<file path="config.mk">
export PLATFORM = sky130hd
export DESIGN_NAME = rtcf_irq_flags
export DESIGN_NICKNAME = d
export VERILOG_FILES = /design/src/rtcf_pkg.sv /design/src/rtcf_alarm_match.sv /design/src/rtcf_irq_flags.sv
export SDC_FILE = /design/constraint.sdc
export NUM_CORES = 1
export LEC_CHECK = 0
export ABC_CLOCK_PERIOD_IN_PS = 3000
export CAP_MARGIN = 0
export CORE_UTILIZATION = 50
export CTS_CLUSTER_DIAMETER = 100
export DETAILED_ROUTE_END_ITERATION = 8
export DONT_BUFFER_PORTS = 1
export GPL_TIMING_DRIVEN = 0
export PLACE_DENSITY_LB_ADDON = 0.12
export SLEW_MARGIN = 20
export SYNTH_ARGS = -nofsm -noshare
export SYNTH_HDL_FRONTEND = slang
export SYNTH_SLANG_ARGS = --single-unit
</file>
<file path="constraint.sdc">
create_clock -name clk_in -period 3 [get_ports clk_in]
set_input_delay 0.45 -clock clk_in [delete_from_list [all_inputs] [get_ports clk_in]]
set_output_delay 0.45 -clock clk_in [all_outputs]
set_load 0.02 [all_outputs]
</file>
<file path="src/rtcf_pkg.sv">
// rtcf_pkg: constants for the rtc interrupt flag and status block.
// assumes a synchronous register port already decoded from the
// multiplexed host bus, on the same clock as the block.
package rtcf_pkg;

    // =========================================================
    // register offsets
    localparam logic [6:0] RTCF_OFS_RATE = 7'h0a;
    localparam logic [6:0] RTCF_OFS_CTRL = 7'h0b;
    localparam logic [6:0] RTCF_OFS_FLAGS = 7'h0c;
    localparam logic [6:0] RTCF_OFS_VALID = 7'h0d;

    // =========================================================
    // field positions
    localparam int RTCF_BIT_INHIBIT = 7;
    localparam int RTCF_BIT_PIE = 6;
    localparam int RTCF_BIT_AIE = 5;
    localparam int RTCF_BIT_UIE = 4;
    localparam int RTCF_BIT_SUMMARY = 7;
    localparam int RTCF_BIT_PF = 6;
    localparam int RTCF_BIT_AF = 5;
    localparam int RTCF_BIT_UF = 4;
    localparam int RTCF_BIT_VALID = 7;

    // =========================================================
    // reset values
    localparam logic [3:0] RTCF_RST_RATE = 4'h0;
    localparam logic [7:0] RTCF_RST_CTRL = 8'h00;
    localparam logic [2:0] RTCF_RST_FLAGS = 3'h0;
    localparam logic [7:0] RTCF_RD_UNMAPPED = 8'h00;

    // alarm byte code that matches any time value
    localparam logic [1:0] RTCF_WILDCARD = 2'h3;

endpackage

</file>
<file path="src/rtcf_alarm_match.sv">
// rtcf_alarm_match: compares three time bytes with three alarm bytes.
// assumes both byte sets are stable in the cycle the result is used.
`timescale 1ns/100ps
module rtcf_alarm_match #(
    parameter int NBYTES = 3
) (
    // byte sets, byte 0 in the low bits
    input wire logic [8*NBYTES-1:0] time_in,
    input wire logic [8*NBYTES-1:0] alarm_in,
    // result
    output logic match_out
);

    // =========================================================
    // per byte compare
    function automatic logic byte_hit(input logic [7:0] t, input logic [7:0] a);
        byte_hit = (a[7:6] == rtcf_pkg::RTCF_WILDCARD) || (a == t);
    endfunction

    logic [NBYTES-1:0] hit;

    genvar i;
    generate
        for (i = 0; i < NBYTES; i++) begin : g_byte
            assign hit[i] = byte_hit(time_in[8*i +: 8], alarm_in[8*i +: 8]);
        end
    endgenerate

    assign match_out = &hit;

endmodule

</file>
<file path="src/rtcf_irq_flags.sv">
// rtcf_irq_flags: interrupt flags, enables, summary request and
// backup validity status of the real-time clock.
// assumes the divider taps, update-end pulse and time/alarm bytes
// come from logic on clk_in; battery_ok_in comes from a pin.
`timescale 1ns/100ps
module rtcf_irq_flags #(
    parameter int NTAPS = 16
) (
    // clock and reset
    input wire logic clk_in,
    input wire logic srst_in,
    // register port
    input wire logic [6:0] reg_addr_in,
    input wire logic reg_rd_in,
    input wire logic reg_wr_in,
    input wire logic [7:0] reg_wdata_in,
    output logic [7:0] reg_rdata_out,
    // time base
    input wire logic [NTAPS-1:0] div_taps_in,
    input wire logic update_done_in,
    input wire logic [23:0] time_bytes_in,
    input wire logic [23:0] alarm_bytes_in,
    // backup supply sense pin
    input wire logic battery_ok_in,
    // open-drain interrupt pin
    output logic irq_out,
    output logic irq_oe_n_out,
    // control seen by the rest of the clock
    output logic [3:0] rate_select_out,
    output logic update_inhibit_out
);

    // =========================================================
    // register state
    logic [3:0] rate_select_q;
    logic [7:0] ctrl_q;
    logic [7:0] ctrl_d;
    logic periodic_flag_q;
    logic periodic_flag_d;
    logic alarm_flag_q;
    logic alarm_flag_d;
    logic update_ended_flag_q;
    logic update_ended_flag_d;
    logic tap_q;
    logic [7:0] rdata_q;
    logic valid_meta_q;
    logic valid_sync_q;

    // =========================================================
    // decode
    // one address compare shared by the strobes and the read mux
    function automatic logic at_ofs(input logic [6:0] addr, input logic [6:0] ofs);
        at_ofs = (addr == ofs);
    endfunction

    wire rd_flags = reg_rd_in && at_ofs(reg_addr_in, rtcf_pkg::RTCF_OFS_FLAGS);
    wire wr_rate = reg_wr_in && at_ofs(reg_addr_in, rtcf_pkg::RTCF_OFS_RATE);
    wire wr_ctrl = reg_wr_in && at_ofs(reg_addr_in, rtcf_pkg::RTCF_OFS_CTRL);

    wire periodic_enable = ctrl_q[rtcf_pkg::RTCF_BIT_PIE];
    wire alarm_enable = ctrl_q[rtcf_pkg::RTCF_BIT_AIE];
    wire update_ended_enable = ctrl_q[rtcf_pkg::RTCF_BIT_UIE];

    // rate 0 selects no tap, so the periodic flag never sets
    // tap_q holds the old tap level, so a rate change may give one early edge
    wire tap_now = (rate_select_q != 4'h0) && div_taps_in[rate_select_q];
    wire tap_edge = tap_now && !tap_q;

    logic alarm_match;

    rtcf_alarm_match #(
        .NBYTES(3)
    ) rtcf_alarm_match_inst (
        .time_in(time_bytes_in),
        .alarm_in(alarm_bytes_in),
        .match_out(alarm_match)
    );

    wire alarm_event = update_done_in && alarm_match;

    // set wins over the read clear so a coincident event shows next read
    assign periodic_flag_d = (periodic_flag_q && !rd_flags) || tap_edge;
    assign alarm_flag_d = (alarm_flag_q && !rd_flags) || alarm_event;
    assign update_ended_flag_d = (update_ended_flag_q && !rd_flags) || update_done_in;

    // combinational, so clearing an enable releases the pin at once
    wire summary_request_flag = (periodic_flag_q && periodic_enable)
        || (alarm_flag_q && alarm_enable)
        || (update_ended_flag_q && update_ended_enable);

    // enables change only through a host write; inhibit clears uie
    wire [7:0] ctrl_wr = reg_wdata_in & ~(reg_wdata_in[rtcf_pkg::RTCF_BIT_INHIBIT]
        ? (8'h01 << rtcf_pkg::RTCF_BIT_UIE) : 8'h00);
    assign ctrl_d = wr_ctrl ? ctrl_wr : ctrl_q;

    // flag register: low nibble is constant zero, writes not decoded
    wire [7:0] flags_view = {summary_request_flag, periodic_flag_q, alarm_flag_q,
        update_ended_flag_q, 4'h0};
    // status register: only the validity bit is live
    wire [7:0] valid_view = {valid_sync_q, 7'h00};

    // unmapped addresses read zero rather than aliasing a register
    wire [7:0] rd_mux =
        at_ofs(reg_addr_in, rtcf_pkg::RTCF_OFS_RATE) ? {4'h0, rate_select_q} :
        at_ofs(reg_addr_in, rtcf_pkg::RTCF_OFS_CTRL) ? ctrl_q :
        at_ofs(reg_addr_in, rtcf_pkg::RTCF_OFS_FLAGS) ? flags_view :
        at_ofs(reg_addr_in, rtcf_pkg::RTCF_OFS_VALID) ? valid_view :
        rtcf_pkg::RTCF_RD_UNMAPPED;

    // =========================================================
    // flops
    // read data moves only on a read strobe, so it stands until the next read
    always_ff @(posedge clk_in) begin
        if (srst_in) begin
            rate_select_q <= rtcf_pkg::RTCF_RST_RATE;
            ctrl_q <= rtcf_pkg::RTCF_RST_CTRL;
            {periodic_flag_q, alarm_flag_q, update_ended_flag_q} <= rtcf_pkg::RTCF_RST_FLAGS;
            tap_q <= 1'b0;
            rdata_q <= rtcf_pkg::RTCF_RD_UNMAPPED;
        end else begin
            rate_select_q <= wr_rate ? reg_wdata_in[3:0] : rate_select_q;
            ctrl_q <= ctrl_d;
            periodic_flag_q <= periodic_flag_d;
            alarm_flag_q <= alarm_flag_d;
            update_ended_flag_q <= update_ended_flag_d;
            tap_q <= tap_now;
            rdata_q <= reg_rd_in ? rd_mux : rdata_q;
        end
    end

    // pin sense crosses in through two flops; reset leaves it invalid
    always_ff @(posedge clk_in) begin
        if (srst_in) begin
            valid_meta_q <= 1'b0;
            valid_sync_q <= 1'b0;
        end else begin
            valid_meta_q <= battery_ok_in;
            valid_sync_q <= valid_meta_q;
        end
    end

    // =========================================================
    // outputs
    assign reg_rdata_out = rdata_q;
    assign irq_out = 1'b0;
    assign irq_oe_n_out = !summary_request_flag;
    assign rate_select_out = rate_select_q;
    assign update_inhibit_out = ctrl_q[rtcf_pkg::RTCF_BIT_INHIBIT];
endmodule

</file>
==> reports/results.ini, run 1 <==
[yosys]
syn_area_per_cell_um2=9.27
synth-edff-count=0
synthTopCellsByArea=dfxtp_1, xnor2_1, mux2i_1
ys.flop_type=dfxtp_1
synthCells=162
ys_seq_area_share_pct=34.7
netlist_area_um2=1500
synth-seq-cells=26
synth.distinct_cells=34
yosys.area.top_type=dfxtp_1
yosys.area.top_type_share_pct=34.7
async_reset_ff_share_pct=0
yosysWarnings=0
syn_nets=247

[routing]
wl_mm=3.02
viasPerCell=5.95
remaining_drc_errors=4
wl_per_cell_um=15.3
drt-initial-drc-count=37
antenna_left=0
vias=1172
firstDrtPassIters=6

[min_path]
hold_start=battery_ok_in
holdPathStages=1
hold_end=valid_meta_q
hold_path_class=input port to flop

[status]
status=complete, but fails checks
violations=design-rule violations

[power_and_ir_drop]
leakage_nw=0.576
power.density_nw_per_um2=378
p_total_uw=596
ir_drop_mv=0.172

[cells_and_area]
utilization_pct=56.2
diodes=0
nets=252
layout_common_cells=dfxtp_1, xnor2_1, nor2_1
final_common_cell=dfxtp_1
design_area_um2=1580
drive_gt1_share_pct=9.04
fillCellCount=269
finalNonFillerCells=197
syn_to_final_growth_pct=5.00

[critical_path]
path_cells=a222oi_1
r2r_start=rate_select_out[0]
r2r_setup_slack_ns=1.26
worst_setup_path_end_kind=output port
cp_top_family=compound AO/OA/AOI/OAI gates
critPathMaxFanout=3
cp.arrival_ns=1.49
start_kind=flop
cp_slowest_stage_delay_ns=0.83
cp_num_buf_inv=0
worstPathRequired_ns=2.55
ff2ff_path_depth=4
crit_type=flop to output port
reg2reg_to=periodic_flag_q
cpMaxStageDelayCell=a222oi_1

[sta]
rsz0062_at_grt=false
tightest_slew_ns=0.928
tns_ns=0
fin_crit_sh_pct=64.7
max_freq_ghz=0.515
whs_ns=0.265
slew_headroom_pct=38.1
skew_ns=0.00205
slew_violations=0
final.setup.worst_slack_ns=1.06
fin_crit_ns=1.94
setup_viol=0
hold_viol=0

[placed_design]
dpl.hpwl_mm=2.52
place_area_um2=1540
portBuffers=0
place_congestion=0.797
post-place-cells=193
preCtsSetupSlack_ns=1.08

[clocking]
hold_buffers=0
cts_max_level=1
cts.path.max_buffers=2
cts_tree=yes
insertion_delay_ns=0.31
cts.clk_slew.worst_paths_ns=0.13
numCtsBuffers=3
cts_setup_buffers=0
clkSinkCount=26
cts_resized=0
root_buffer=clkbuf_4

[die]
die_w_um=56.8
core-area_um2=2810
start_util_pct=53.5
row_count=19
dieArea_um2=3230
die_h_um=56.8
io_pins=100

[grt]
grt.overflow.total=0
grt_util_all_layers_pct=18.8
grt_pass1_wl_mm=4.82
grt_pass1_vias=1189
antenna_found_initial=0
grt_max_degree=15

[job]
maxCapViolCount=0

how the worst max path moves through the flow:
stage                    startpoint            to  slack (ns)  depth (start not counted)
finish              periodic_flag_q  irq_oe_n_out        1.06                          1
global route        periodic_flag_q  irq_oe_n_out        0.98                          1
CTS                 periodic_flag_q  irq_oe_n_out        1.04                          1
detailed placement   reg_addr_in[6]     ctrl_q[4]        1.08                          6
global placement     reg_addr_in[6]     ctrl_q[4]        1.12                          6
floorplan            reg_addr_in[6]     ctrl_q[4]        1.21                          6
cell usage after synthesis (2+ instances only):
master	count
a211oi_1	5
a21oi_1	8
a32oi_1	3
and3b_1	2
buf_4	2
clkbuf_1	6
dfxtp_1	26
inv_1	2
mux2_2	3
mux2i_1	14
mux4_2	2
nand2_1	7
nand2b_1	5
nand3_1	4
nand4_1	7
nor2_1	17
nor2b_1	5
o21ai_0	5
xnor2_1	24
report_power, final:
| group | total [mW] | internal [mW] | switching [mW] | leakage, nW |
|---|---|---|---|---|
| Clock | 0.173 | 0.0740 | 0.0985 | 0.0210 |
| Sequential | 0.357 | 0.351 | 0.00664 | 0.211 |
| Combinational | 0.0663 | 0.0385 | 0.0278 | 0.344 |
cell type report:
| class | instances | area (um2) | share of cell area [%] |
|---|---|---|---|
| flip-flops and latches | 26 | 520 | 33.0 |
| plain buffers | 10 | 52.6 | 3.33 |
| inverters | 2 | 7.51 | 0.476 |
| multi-input cells | 124 | 921 | 58.4 |
| well taps | 31 | 38.8 | 2.46 |
| clock buffers | 4 | 36.3 | 2.30 |
logic make-up (layout without fill, tap and decap cells):
family	Yosys count	count (layout)	share of synthesized area (%)
xor gates and xnor gates	24	24	14.0
AOI/OAI and AO/OA	27	27	12.3
muxes	19	19	14.6
DFF	26	26	34.7
and+or+nand+nor	53	53	20.3
buffers and inverters	12	16	4.00
other	1	1	0.250
state kept, by name, summed over array words and instances, names as in the netlist:
name,cells
periodic_flag_q,1
alarm_flag_q,1
update_ended_flag_q,1
tap_q,1
ctrl_q,8
rate_select_out,4
valid_sync_q,1
reg_rdata_out,8
valid_meta_q,1
layer usage:
| metal | track usage, % | vias up | part of all wire [%] |
|---|---|---|---|
| met5 | 0 | - | 0 |
| met4 | 5.23 | 0 | 0.70 |
| met3 | 4.15 | 2 | 7.0 |
| met2 | 37.2 | 62 | 55 |
| met1 | 19.5 | 525 | 37 |
| li1 | - | 583 | - |
(Power assumes the default switching activity.)
==> inputs of run 2 (changes only) <==
--- a/config.mk
+++ b/config.mk
@@ -5,7 +5,8 @@
 export SDC_FILE = /design/constraint.sdc
 export NUM_CORES = 1
 export LEC_CHECK = 0
-export ABC_CLOCK_PERIOD_IN_PS = 3000
+export ABC_AREA = 1
+export ABC_CLOCK_PERIOD_IN_PS = 2000
 export CAP_MARGIN = 0
 export CORE_UTILIZATION = 50
 export CTS_CLUSTER_DIAMETER = 100
==> constraint.sdc (replaced) <==
create_clock -name clk_in -period 2 [get_ports clk_in]
set_input_delay 0.3 -clock clk_in [delete_from_list [all_inputs] [get_ports clk_in]]
set_output_delay 0.3 -clock clk_in [all_outputs]
set_load 0.02 [all_outputs]
==> reports/results.ini, run 2 <==
[clocking]
clkSinkCount=26
numCtsBuffers=3
cts_max_level=1
cts_resized=0
cts_tree=yes
root_buffer=clkbuf_4
insertion_delay_ns=0.31
cts.path.max_buffers=2
cts_setup_buffers=0
hold_buffers=0
cts.clk_slew.worst_paths_ns=0.13

[critical_path]
worst_setup_path_end_kind=flop
start_kind=flop
crit_type=flop to flop
crit_path_start=rate_select_out[0]
r2r_start=rate_select_out[0]
critPathMaxFanout=10
cp.arrival_ns=1.75
worstPathRequired_ns=2.26

[sta]
max_freq_ghz=0.673
slew_violations=0
rsz0062_at_grt=false
fin_crit_sh_pct=74.3
setup_viol=0
final.setup.worst_slack_ns=0.513
fin_crit_ns=1.49
skew_ns=0.00109
tns_ns=0
hold_viol=0

[yosys]
netlist_area_um2=1670
synth-edff-count=0
synthCells=261
ys_seq_area_share_pct=31.2
yosysMostFrequentCell=nand2_1
ys_top_cells_by_count=nand2_1, inv_1, dfxtp_1
synth.distinct_cells=26
syn_nets=346
yosys.area.top_type=dfxtp_1
async_reset_ff_share_pct=0
yosysWarnings=0
synth-seq-cells=26
synthTopCellsByArea=dfxtp_1, nand2_1, xnor2_1
ys.flop_type=dfxtp_1
syn_area_per_cell_um2=6.39
yosys.area.top_type_share_pct=31.2

[grt]
top_usage_layer=met2
antenna_found_initial=0
grtUsageMet2_pct=36.5
grt_util_all_layers_pct=20.0
use_met3_pct=4.11
grt_pass1_vias=1382
grt.overflow.total=0
grt_pass1_wl_mm=5.55
gr-usage-met1_pct=23.7
grt_max_degree=14

[cells_and_area]
drive_gt1_share_pct=6.82
register_area_um2=520
final_common_cell=nand2_1
design_area_um2=1740
multi_input_area_um2=962
nets=351
fillCellCount=334
finalNonFillerCells=308
syn_to_final_growth_pct=4.65
diodes=0
layout_common_cells=nand2_1, inv_1, dfxtp_1

[die]
io_pins=100
core-area_um2=3100
row_count=20
start_util_pct=53.7
dieArea_um2=3570
die_h_um=59.7
die_w_um=59.7

[power_and_ir_drop]
p_total_uw=868
power.density_nw_per_um2=498
ir_drop_mv=0.199
leakage_nw=0.771

[routing]
viasPerCell=5.05
drt-initial-drc-count=79
wl_per_cell_um=11.0
vias=1556
wl_mm=3.37
remaining_drc_errors=0
antenna_left=0
firstDrtPassIters=5

[placed_design]
portBuffers=0
preCtsSetupSlack_ns=0.528
place_area_um2=1720
dpl.hpwl_mm=2.77
place_congestion=0.817
post-place-cells=305

[job]
maxCapViolCount=0

[min_path]
hold_start=srst_in
hold_path_class=input port to flop

[status]
status=finished clean

==> run 2: cell count changes in the layout (fill, tap and decap cells not counted), sizes merged, moves of 10 or more <==
cell and change:
nand2 +84, inv +34, mux2i -14, o21ai +10
==> run 2: per-stage QoR <==
stage	hold slack, ns	util [%]
2_1_floorplan	0.369	-
3_5_place_dp	0.375	55.5
4_1_cts	0.0319	56.2
6_report	0.0334	56.2
5_1_grt	0.0177	56.2
3_3_place_gp	0.372	55.5
==> run 2: logic make-up after synthesis <==
| family | after synthesis | synth area share [%] |
|---|---|---|
| AOI/OAI and AO/OA | 41 | 13.7 |
| xor gates and xnor gates | 18 | 9.46 |
| buffers and inverters | 43 | 11.0 |
| DFF | 26 | 31.2 |
| other | 1 | 0.225 |
| and+or+nand+nor | 132 | 34.3 |
==> run 2: where the power goes <==
group	leakage [nW]	internal, mW	switching [mW]	total [mW]
sequential	0.211	0.527	0.0106	0.537
clock	0.0138	0.0705	0.145	0.216
combinational	0.546	0.0585	0.0572	0.116
total	0.771	0.656	0.213	0.868
==> run 2: cell type report <==
type / count / area share (%)
Buffer: 7 / 2.80
Clock buffer: 3 / 1.29
Inverter: 36 / 7.75
Multi-Input combinational cell: 192 / 55.2
Sequential cell: 26 / 29.8
Tap cell: 44 / 3.16
==> run 2: metal layers <==
metal / part of all wire [%] / wire [um]
met4: 1.2 / 41
met1: 42 / 1410
met2: 47 / 1590
met5: 0 / 0
met3: 9.8 / 330
==> run 2: path summary, 6_finish.rpt <==
| check | to | slack [ns] | cells after the start |
|---|---|---|---|
| max | periodic_flag_q | 0.51 | 10 |
| max reg2reg | periodic_flag_q | 0.51 | 10 |
| min reg2reg | periodic_flag_q | 0.42 | 1 |
| min | ctrl_q[4] | 0.03 | 1 |
==> run 2: worst max-delay path, cell delays in order (launching register included) <==
cell      delay [ns]
dfxtp_1         0.46
buf_4           0.21
inv_2           0.05
buf_6           0.13
nand2_1         0.05
o211ai_1        0.07
nand2_1         0.11
nand3_1         0.07
nand3_1         0.09
nand2_1         0.08
o21ai_1         0.11
